===== config.mk =====
export PLATFORM = sky130hd
export DESIGN_NAME = pbs_sequencer
export DESIGN_NICKNAME = d
export VERILOG_FILES = /design/src/rtl/pbs_pkg.sv /design/src/rtl/pbs_sequencer.sv /design/src/rtl/pbs_press_timer.sv
export SDC_FILE = /design/constraint.sdc
export NUM_CORES = 1
export LEC_CHECK = 0
export ABC_AREA = 0
export BUFFER_PORTS_ARGS = -buffer_cell sky130_fd_sc_hd__buf_2
export CAP_MARGIN = 20
export CELL_PAD_IN_SITES_DETAIL_PLACEMENT = 1
export CELL_PAD_IN_SITES_GLOBAL_PLACEMENT = 1
export CORE_MARGIN = 2
export CORE_UTILIZATION = 39
export CTS_CLUSTER_SIZE = 8
export DETAILED_ROUTE_END_ITERATION = 8
export PLACE_DENSITY_LB_ADDON = 0.1
export SLEW_MARGIN = 0
export SYNTH_ARGS = -nofsm -noshare
export SYNTH_HDL_FRONTEND = slang
export SYNTH_HIERARCHICAL = 1
export SYNTH_SLANG_ARGS = --single-unit

===== constraint.sdc =====
create_clock -name sys_clk_in -period 2 [get_ports sys_clk_in]
set_input_delay 0.2 -clock sys_clk_in [delete_from_list [all_inputs] [get_ports sys_clk_in]]
set_output_delay 0.2 -clock sys_clk_in [all_outputs]
set_load 0.02 [all_outputs]

===== src/rtl/pbs_pkg.sv =====
// constants, timing figures and state codes for the power button sequencer
// assumes a single standby-domain clock at 10 MHz
package pbs_pkg;

    // clock rate and time units
    localparam longint unsigned CLK_HZ = 64'h989680;         // 10 MHz
    localparam longint unsigned MS_PER_S = 64'h3e8;          // 1000 ms per second
    localparam longint unsigned PRESS_LIMIT_MS = 64'hfa0;    // 4000 ms long-press threshold
    localparam longint unsigned MASK_MS = 64'hfa0;           // 4000 ms button mask after power-down
    localparam longint unsigned DEBOUNCE_MS = 64'h14;        // 20 ms contact settle time

    // cycle counts derived from the times above
    localparam int unsigned LONG_PRESS_CYC_DEF = 32'(CLK_HZ * PRESS_LIMIT_MS / MS_PER_S);
    localparam int unsigned MASK_CYC_DEF = 32'(CLK_HZ * MASK_MS / MS_PER_S);
    localparam int unsigned DEBOUNCE_CYC_DEF = 32'(CLK_HZ * DEBOUNCE_MS / MS_PER_S);

    // counter width, large enough for 40,000,000 cycles
    localparam int unsigned CNT_W = 26;

    // sequencer states, one-hot
    typedef enum logic [5:0] {
        ST_STANDBY  = 6'h01,
        ST_POWER_UP = 6'h02,
        ST_READY    = 6'h04,
        ST_ON       = 6'h08,
        ST_SOFT_OFF = 6'h10,
        ST_MASK     = 6'h20
    } pbs_state_t;

endpackage : pbs_pkg


===== src/rtl/pbs_sequencer.sv =====
// power button sequencer: press handling, power-up order and power indicator
// assumes all inputs are synchronous to the 10 MHz standby clock
`timescale 1ns/100ps
module pbs_sequencer import pbs_pkg::*; #(
    parameter int unsigned LONG_PRESS_CYC = LONG_PRESS_CYC_DEF,
    parameter int unsigned MASK_CYC = MASK_CYC_DEF,
    parameter int unsigned DEBOUNCE_CYC = DEBOUNCE_CYC_DEF
) (
    input wire logic sys_clk_in,
    input wire logic srst_in,
    input wire logic housekeeping_ok_in,
    input wire logic ac_present_in,
    input wire logic button_in,
    input wire logic host_booting_in,
    input wire logic os_running_in,
    input wire logic os_off_done_in,
    input wire logic clocks_stable_in,
    output logic bulk_enable_out,
    output logic reset_ready_out,
    output logic server_reset_n_out,
    output logic os_shutdown_req_out,
    output logic led_green_out,
    output logic led_amber_out
);

    typedef struct packed {
        pbs_state_t st;
        logic [CNT_W-1:0] mask_cnt;
        logic bulk_en;
        logic ready;
        logic srv_run;
        logic shut_req;
        logic led_green;
        logic led_amber;
    } pbs_seq_t;

    localparam pbs_seq_t SEQ_RST = '{st: ST_STANDBY, default: '0};

    pbs_seq_t q;
    pbs_seq_t d;
    logic rst;
    logic press_start;
    logic short_rel;
    logic long_hit;
    logic held;
    logic early_phase;
    logic go_off;

    // the controller stays in reset until standby housekeeping power settles
    assign rst = srst_in || !housekeeping_ok_in;

    pbs_press_timer #(
        .LONG_PRESS_CYC(LONG_PRESS_CYC),
        .DEBOUNCE_CYC(DEBOUNCE_CYC)
    ) u_press (
        .sys_clk_in(sys_clk_in),
        .srst_in(rst),
        .button_in(button_in),
        .press_start_out(press_start),
        .short_release_out(short_rel),
        .long_hit_out(long_hit),
        .held_out(held)
    );

    // before reset release the host cannot be past its firmware handoff point
    assign early_phase = (q.st == ST_POWER_UP) || (q.st == ST_READY) || host_booting_in;

    // next-state logic; all power-down paths merge through go_off
    always_comb begin
        d = q;
        go_off = 1'b0;
        case (q.st)
            ST_STANDBY: begin
                if (press_start) begin
                    d.bulk_en = 1'b1;
                    d.st = ST_POWER_UP;
                end
            end
            ST_POWER_UP: begin
                if (press_start || long_hit) begin
                    go_off = 1'b1;
                end else if (clocks_stable_in) begin
                    d.ready = 1'b1;
                    d.st = ST_READY;
                end
            end
            ST_READY: begin
                if (press_start || long_hit) begin
                    go_off = 1'b1;
                end else begin
                    d.srv_run = 1'b1;
                    d.st = ST_ON;
                end
            end
            ST_ON: begin
                if (long_hit || (early_phase && press_start)) begin
                    go_off = 1'b1;
                end else if (short_rel && os_running_in && !host_booting_in) begin
                    d.shut_req = 1'b1;
                    d.st = ST_SOFT_OFF;
                end
                // short press with the OS absent or hung falls through unchanged
            end
            ST_SOFT_OFF: begin
                // a long press overrides a shutdown that never finishes
                if (os_off_done_in || long_hit) begin
                    go_off = 1'b1;
                end
            end
            ST_MASK: begin
                // button events are dropped here; a press held past the mask needs a new press
                if (q.mask_cnt == CNT_W'(MASK_CYC - 1)) begin
                    d.st = ST_STANDBY;
                end else begin
                    d.mask_cnt = q.mask_cnt + 1'b1;
                end
            end
            default: begin
                d = SEQ_RST;
            end
        endcase
        if (go_off) begin
            d.bulk_en = 1'b0;
            d.ready = 1'b0;
            d.srv_run = 1'b0;
            d.shut_req = 1'b0;
            d.mask_cnt = '0;
            d.st = ST_MASK;
        end
        // indicator follows the supply enable, dark without mains
        d.led_green = d.bulk_en && ac_present_in;
        d.led_amber = !d.bulk_en && ac_present_in;
    end

    // state register
    always_ff @(posedge sys_clk_in) begin
        if (rst) begin
            q <= SEQ_RST;
        end else begin
            q <= d;
        end
    end

    assign bulk_enable_out = q.bulk_en;
    assign reset_ready_out = q.ready;
    assign server_reset_n_out = q.srv_run;
    assign os_shutdown_req_out = q.shut_req;
    assign led_green_out = q.led_green;
    assign led_amber_out = q.led_amber;
endmodule : pbs_sequencer


===== src/rtl/pbs_press_timer.sv =====
// debounces the front-panel button and classifies presses as short or long
// assumes the button input is synchronous to sys_clk_in, high while pressed
`timescale 1ns/100ps
module pbs_press_timer import pbs_pkg::*; #(
    parameter int unsigned LONG_PRESS_CYC = LONG_PRESS_CYC_DEF,
    parameter int unsigned DEBOUNCE_CYC = DEBOUNCE_CYC_DEF
) (
    input wire logic sys_clk_in,
    input wire logic srst_in,
    input wire logic button_in,
    output logic press_start_out,
    output logic short_release_out,
    output logic long_hit_out,
    output logic held_out
);

    typedef struct packed {
        logic stable;
        logic [CNT_W-1:0] db_cnt;
        logic [CNT_W-1:0] press_cnt;
        logic long_done;
        logic p_start;
        logic s_rel;
        logic l_hit;
    } pbs_press_t;

    localparam pbs_press_t PRESS_RST = '0;

    pbs_press_t q;
    pbs_press_t d;
    logic long_now;

    // press length counter then debounce; a press of exactly the limit counts as long
    always_comb begin
        d = q;
        d.p_start = 1'b0;
        d.s_rel = 1'b0;
        d.l_hit = 1'b0;
        long_now = q.stable && !q.long_done && (q.press_cnt == CNT_W'(LONG_PRESS_CYC - 1));
        if (q.stable && !q.long_done) begin
            if (long_now) begin
                d.l_hit = 1'b1;
                d.long_done = 1'b1;
            end else begin
                d.press_cnt = q.press_cnt + 1'b1;
            end
        end
        // input must differ for a full settle time before the level is accepted
        if (button_in != q.stable) begin
            if (q.db_cnt == CNT_W'(DEBOUNCE_CYC - 1)) begin
                d.stable = button_in;
                d.db_cnt = '0;
                if (button_in) begin
                    d.p_start = 1'b1;
                    d.press_cnt = '0;
                    d.long_done = 1'b0;
                end else if (!q.long_done && !long_now) begin
                    d.s_rel = 1'b1;
                end
            end else begin
                d.db_cnt = q.db_cnt + 1'b1;
            end
        end else begin
            d.db_cnt = '0; // bounce restarts the settle time
        end
    end

    // state register
    always_ff @(posedge sys_clk_in) begin
        if (srst_in) begin
            q <= PRESS_RST;
        end else begin
            q <= d;
        end
    end

    assign press_start_out = q.p_start;
    assign short_release_out = q.s_rel;
    assign long_hit_out = q.l_hit;
    assign held_out = q.stable;
endmodule : pbs_press_timer


==> Word level (Yosys, flattened, before mapping) <==
Cells that the tools add are included.
{ "classes": {"addsub": 3, "n_eq_ne": 26, "reduce_logical": 37, "n_bitwise": 8, "n_mux": 34} }
{ "op_table": {"columns": ["cell", "count"], "rows": [
  ["adder 26 x 1 -> 26 bit (second input constant)", 3],
  ["two-way mux 29 bit", 2],
  ["equality test 26 bit (second input constant)", 2],
  ["two-way mux 26 bit", 2],
  ["one-hot mux 26 bit (2 select lines)", 1],
  ["two-way mux 6 bit", 7],
  ["two-way mux 36 bit", 1],
  ["one-hot mux 6 bit (6 select lines)", 1],
  ["two-way mux 28 bit", 1],
  ["two-way mux 27 bit", 1],
  ["equality test 26 x 18 -> 1 bit (second input constant)", 1],
  ["OR reduction 5 bit", 5],
  ["!= test 3 bit (second input constant)", 6],
  ["!= test 2 bit (second input constant)", 8],
  ["AND reduction 8 bit", 2],
  ["two-way mux 1 bit", 13],
  ["logical AND 1 bit", 8],
  ["NOT 1 bit", 8],
  ["one-hot mux 1 bit (2 select lines)", 4],
  ["equality test 6 x 1 -> 1 bit (second input constant)", 1],
  ["equality test 6 x 2 -> 1 bit (second input constant)", 1],
  ["equality test 6 x 3 -> 1 bit (second input constant)", 1],
  ["equality test 6 x 4 -> 1 bit (second input constant)", 1],
  ["equality test 6 x 5 -> 1 bit (second input constant)", 1],
  ["12 further kinds", 27]
]} }
{ "totals": {"wordCells": 124, "register_bits": 95, "inputBits": 9, "output_inout_bits": 6} }

==> Longest topological paths before layout <==
{ "logic_depth": {"ltp_word": 10, "ltp_mapped": 10, "mapped_depth_nobuf": 7} }

==> Hierarchy <==
Netlist, hierarchy kept.
{ "by_module_without_submodules": {"columns": ["module", "n_inst", "area_each_um2", "cells_per_inst"], "rows": [
  ["pbs_press_timer", 1, 2701.3, 308],
  ["pbs_sequencer", 1, 1991.9, 247]
]} }

==> Worst setup path after synthesis <==
Ideal clock, no wire load.
{ "synth_path": {"path_type": "register to register", "from": "register u_press/q[17] (netlist bit)", "to": "register u_press/q[5] (netlist bit)", "path_slack_ns": -0.195, "required_ns": 1.874, "setup_ns": 0.126, "path_stages_with_launch": 8, "n_path_buf": 2, "arrival_time_ns": 2.070, "synth_period_minus_slack_ns": 2.195, "cell_sequence": "dfxtp_1 -> or4b_1 -> or4_4 -> o21ai_4 -> buf_6 -> buf_12 -> mux2i_1 -> nor2_2"} }
{ "synth_between": {"elab_chain_cells": 7} }
{ "synth_lines": {"columns": ["item", "line", "text"], "rows": [
  ["start, declared", "pbs_press_timer.sv:29", "pbs_press_t q;"],
  ["start signal, assigned", "pbs_press_timer.sv:71", "q <= PRESS_RST;"],
  ["start signal, assigned", "pbs_press_timer.sv:73", "q <= d;"],
  ["equality test 26 bit *", "pbs_press_timer.sv:39", "long_now = q.stable && !q.long_done && (q.press_cnt == CNT_W'(LONG_PRESS_CYC - 1));"],
  ["logical AND 1 bit *", "pbs_press_timer.sv:39", null],
  ["two-way mux 26 bit *", "pbs_press_timer.sv:41", "if (long_now) begin"],
  ["two-way mux 27 bit *", "pbs_press_timer.sv:40", "if (q.stable && !q.long_done) begin"],
  ["two-way mux 28 bit", "pbs_press_timer.sv:53", "if (button_in) begin"],
  ["two-way mux 29 bit", "pbs_press_timer.sv:50", "if (q.db_cnt == CNT_W'(DEBOUNCE_CYC - 1)) begin"],
  ["two-way mux 29 bit *", "pbs_press_timer.sv:49", "if (button_in != q.stable) begin"]
]} }
Every way passes the cells marked *; elsewhere a longest branch is shown, timed or not.
A chain may end at the register's enable or synchronous reset.

==> Worst setup path in the final report <==
{ "layout_path": {"from": "register u_press/q[18] (netlist bit)", "to": "register u_press/q[5] (netlist bit)"} }
The elaborated chain is that of the path after synthesis.

==> flow_summary_export.csv <==
group,metric,value,unit
run_status,status,"complete, but fails checks",
run_status,violations,"negative setup slack",
clock_tree,cts-root-buf,"clkbuf_16",
yosys,yosysMostFrequentCell,"dfxtp_1",
placement,dpl.hpwl,9243,microns
floorplan,core,11860,sq um
drt,post-route-drc-count,0,
global_route,grtUsageMet2,0.3645,
timing,slew_headroom,0.6964,
yosys,syn-cell-area,4693,sq um
clock_tree,cts_tree,"yes",
timing,final-setup-viol-count,14,
timing,setup_ws,-0.08974,ns
yosys,synthCells,555,
layout,fillers,1429,
yosys,yosys-top-cells-count,"dfxtp_1, nor2_1, nand3_1",
drt,wl_per_cell,16.82,microns
yosys,synth_xor_area_frac,0.08584,
drt,wl,13360,microns
global_route,grt.total_usage,0.2073,
clock_tree,h-tree-depth,3,
timing,slew_violations,0,
yosys,synth.avg_cell_area,8.456,sq um
global_route,grt_max_degree,28,
timing,skew,0.007069,ns
setup_path,cp_slowest_cell,"or4_4",
yosys,yosysWarnings,6,
clock_tree,clkLatencyLatePin,0.35,ns
layout,drive_gt1_frac,0.2643,
yosys,yosysTopAreaCellShare,0.4052,
setup_path,start_kind,"flip-flop",
layout,utilization,0.5093,
yosys,synth_compound_gate_area_share,0.1141,
layout,area_delta_synth_final,28.71,%
placement,gp_congestion,0.7830,
floorplan,io_pins,15,
setup_path,path_cells,"or4bb_1, or4_4, o21ai_4, buf_12, mux2i_2, nor2_2",
yosys,ys_seq_elements,95,
pwr,leakage,2.072,nW
clock_tree,clk_pin_slew,0.06,ns
drt,num_vias,4454,
floorplan,chipWidth,113.7,microns
yosys,synth_top_family_by_area,"simple AND/OR/NAND/NOR gates",
yosys,synth_nets,567,
yosys,yosys.area_share.adder,0.007998,
pwr,peakVddDrop,344.3,uV
timing,rsz0062_at_grt,"yes",
timing,finalCritPeriodShare,1.045,
placement,port_buffers,14,
drt,routed_via_density,5.610,
clock_tree,clockBufferDepth,2,
clock_tree,cts_hold_buf,0,
setup_path,crit_required,2.24,ns
setup_path,end_kind,"flip-flop",
clock_tree,clock-sinks,95,
global_route,use_met1,0.2600,
yosys,synth_flop_cell,"dfxtp_1",
timing,timing.hold.ws,0.08627,ns
layout,n_antenna_cell,0,
yosys,synth_cell_type_count,62,
setup_path,critPathMaxStageDelay,0.54,ns
global_route,grt_pass1_vias,4533,
timing,fin_setup_tns,-0.4676,ns
yosys,synth_edf_count,0,
hold_path,hold_path.class,"in -> reg",
floorplan,die_y,113.7,microns
setup_path,critPathKind,"reg -> reg",
yosys,synth_top_area_cell,"dfxtp_1",
job,cap_violations,0,
drt,first_iter_violations,183,
timing,max_freq,478.5,MHz
global_route,grt_pass1_wl,21650,microns
yosys,synth_simple_gate_area_frac,0.3460,
global_route,antenna_found_initial,0,
yosys,synth.area.top_cells,"dfxtp_1, nor2_1, xor2_1",
timing,period_needed,2.090,ns
pwr,power_density,607.3,nW/um^2
clock_tree,cts_buffers,9,
timing,report.final.hold_viol_count,0,
setup_path,critical_path_arrival,2.33,ns
floorplan,start_util,0.3957,
global_route,overflow,0,
layout,final_nets,654,
yosys,async_flop_share,0,
global_route,met3_usage,0.03560,
setup_path,crit_fanout,13,
drt,drtPass1Iterations,5,
yosys,synth-seq-area-share,0.4052,
timing,worst_pin_slew,0.4512,ns
floorplan,die_area,12930,sq um
global_route,top_usage_layer,"met2",
placement,pre_cts_ws,-0.08490,ns
floorplan,rows,40,
drt,ant_nets,0,
pwr,finalPower,3.668,mW
yosys,muxShareOfSynthArea,0.01066,
-- where the power goes --
part | internal, mW | switching, mW | total (mW)
logic | 0.0295 | 0.0462 | 0.0757
clock network | 0.948 | 0.754 | 1.70
registers | 1.89 | 0.000858 | 1.89
-- path summary, 6_finish.rpt --
check	from	to	slack, ns	depth (start not counted)
max	u_press/q[18]	u_press/q[5]	-0.09	6
min	button_in	u_press/short_release_out	0.09	2
max reg2reg	u_press/q[18]	u_press/q[5]	-0.09	6
min reg2reg	server_reset_n_out	server_reset_n_out	0.46	2
-- stage by stage --
stage,std cells,cell area (sq um)
after floorplan,555,4696
after global placement,770,5449
after detailed placement,770,5449
after CTS,787,5752
after global routing,794,6041
final,794,6041
-- kinds of logic after synthesis --
family	count (synthesis)
AOI/OAI and AO/OA	82
buffers and inverters	26
and+or+nand+nor	298
DFF	95
xor gates and xnor gates	46
muxes	5
adders and majority gates	3
-- routing by layer --
layer  wire [microns]  part of all wire
met5                0                 0
met3              311             0.023
met2             6846              0.51
met4              203             0.015
met1             5994              0.45
-- state kept, by name, summed over array words and instances (netlist names) --
register,cells
led_green_out,1
u_press/held_out,1
os_shutdown_req_out,1
q,32
u_press/short_release_out,1
reset_ready_out,1
u_press/q,53
led_amber_out,1
server_reset_n_out,1
u_press/long_hit_out,1
u_press/press_start_out,1
bulk_enable_out,1
-- repair_timing --
action / CTS / global route
hold endpoints to repair: 0 / 0
pin swaps: 1 / 15
gates resized for setup: 5 / 42
gates cloned: 0 / 3
endpoints found under the setup margin: 19 / 83
setup buffers: 1 / 4
-- layout make-up --
cell class	instances	area, sq um	area share
timing repair buffer	96	810.8	0.1342
clock buffer	14	274.0	0.04536
tap	147	183.9	0.03045
multi-input combinational	434	2819	0.4667
sequential	95	1917	0.3173
inverter	6	22.52	0.003728
clock inverter	2	13.76	0.002278
-- critical path, delay by kind of cell, from the launching register on --
family	cells	cell delay [ns]
compound gates	1	0.19
mux	1	0.22
flops	1	0.33
buf+inv	1	0.16
simple gates	3	1.07
-- placed cells by master, fill, tap and decap left out, drive strengths merged, types with 3 or more instances in the layout --
| master | n |
|---|---|
| or2 | 6 |
| a21oi | 35 |
| nand4b | 3 |
| and4 | 7 |
| or4b | 3 |
| or3 | 11 |
| inv | 6 |
| nor4 | 20 |
| buf | 94 |
| nand3b | 5 |
| nor2 | 78 |
| clkbuf | 16 |
| dfxtp | 95 |
| nand4 | 15 |
| xor2 | 30 |
| nand2 | 40 |
| xnor2 | 16 |
| a31oi | 3 |
| o211ai | 3 |
| and3 | 15 |
| o31ai | 14 |
| or4 | 15 |
| o21ai | 16 |
| nand2b | 4 |
| nand3 | 42 |
| nor3 | 13 |
| nor2b | 6 |
| mux2i | 5 |
| nor3b | 3 |
| ha | 3 |
| nor4b | 4 |
No activity file was read; power rests on OpenSTA's default activity.
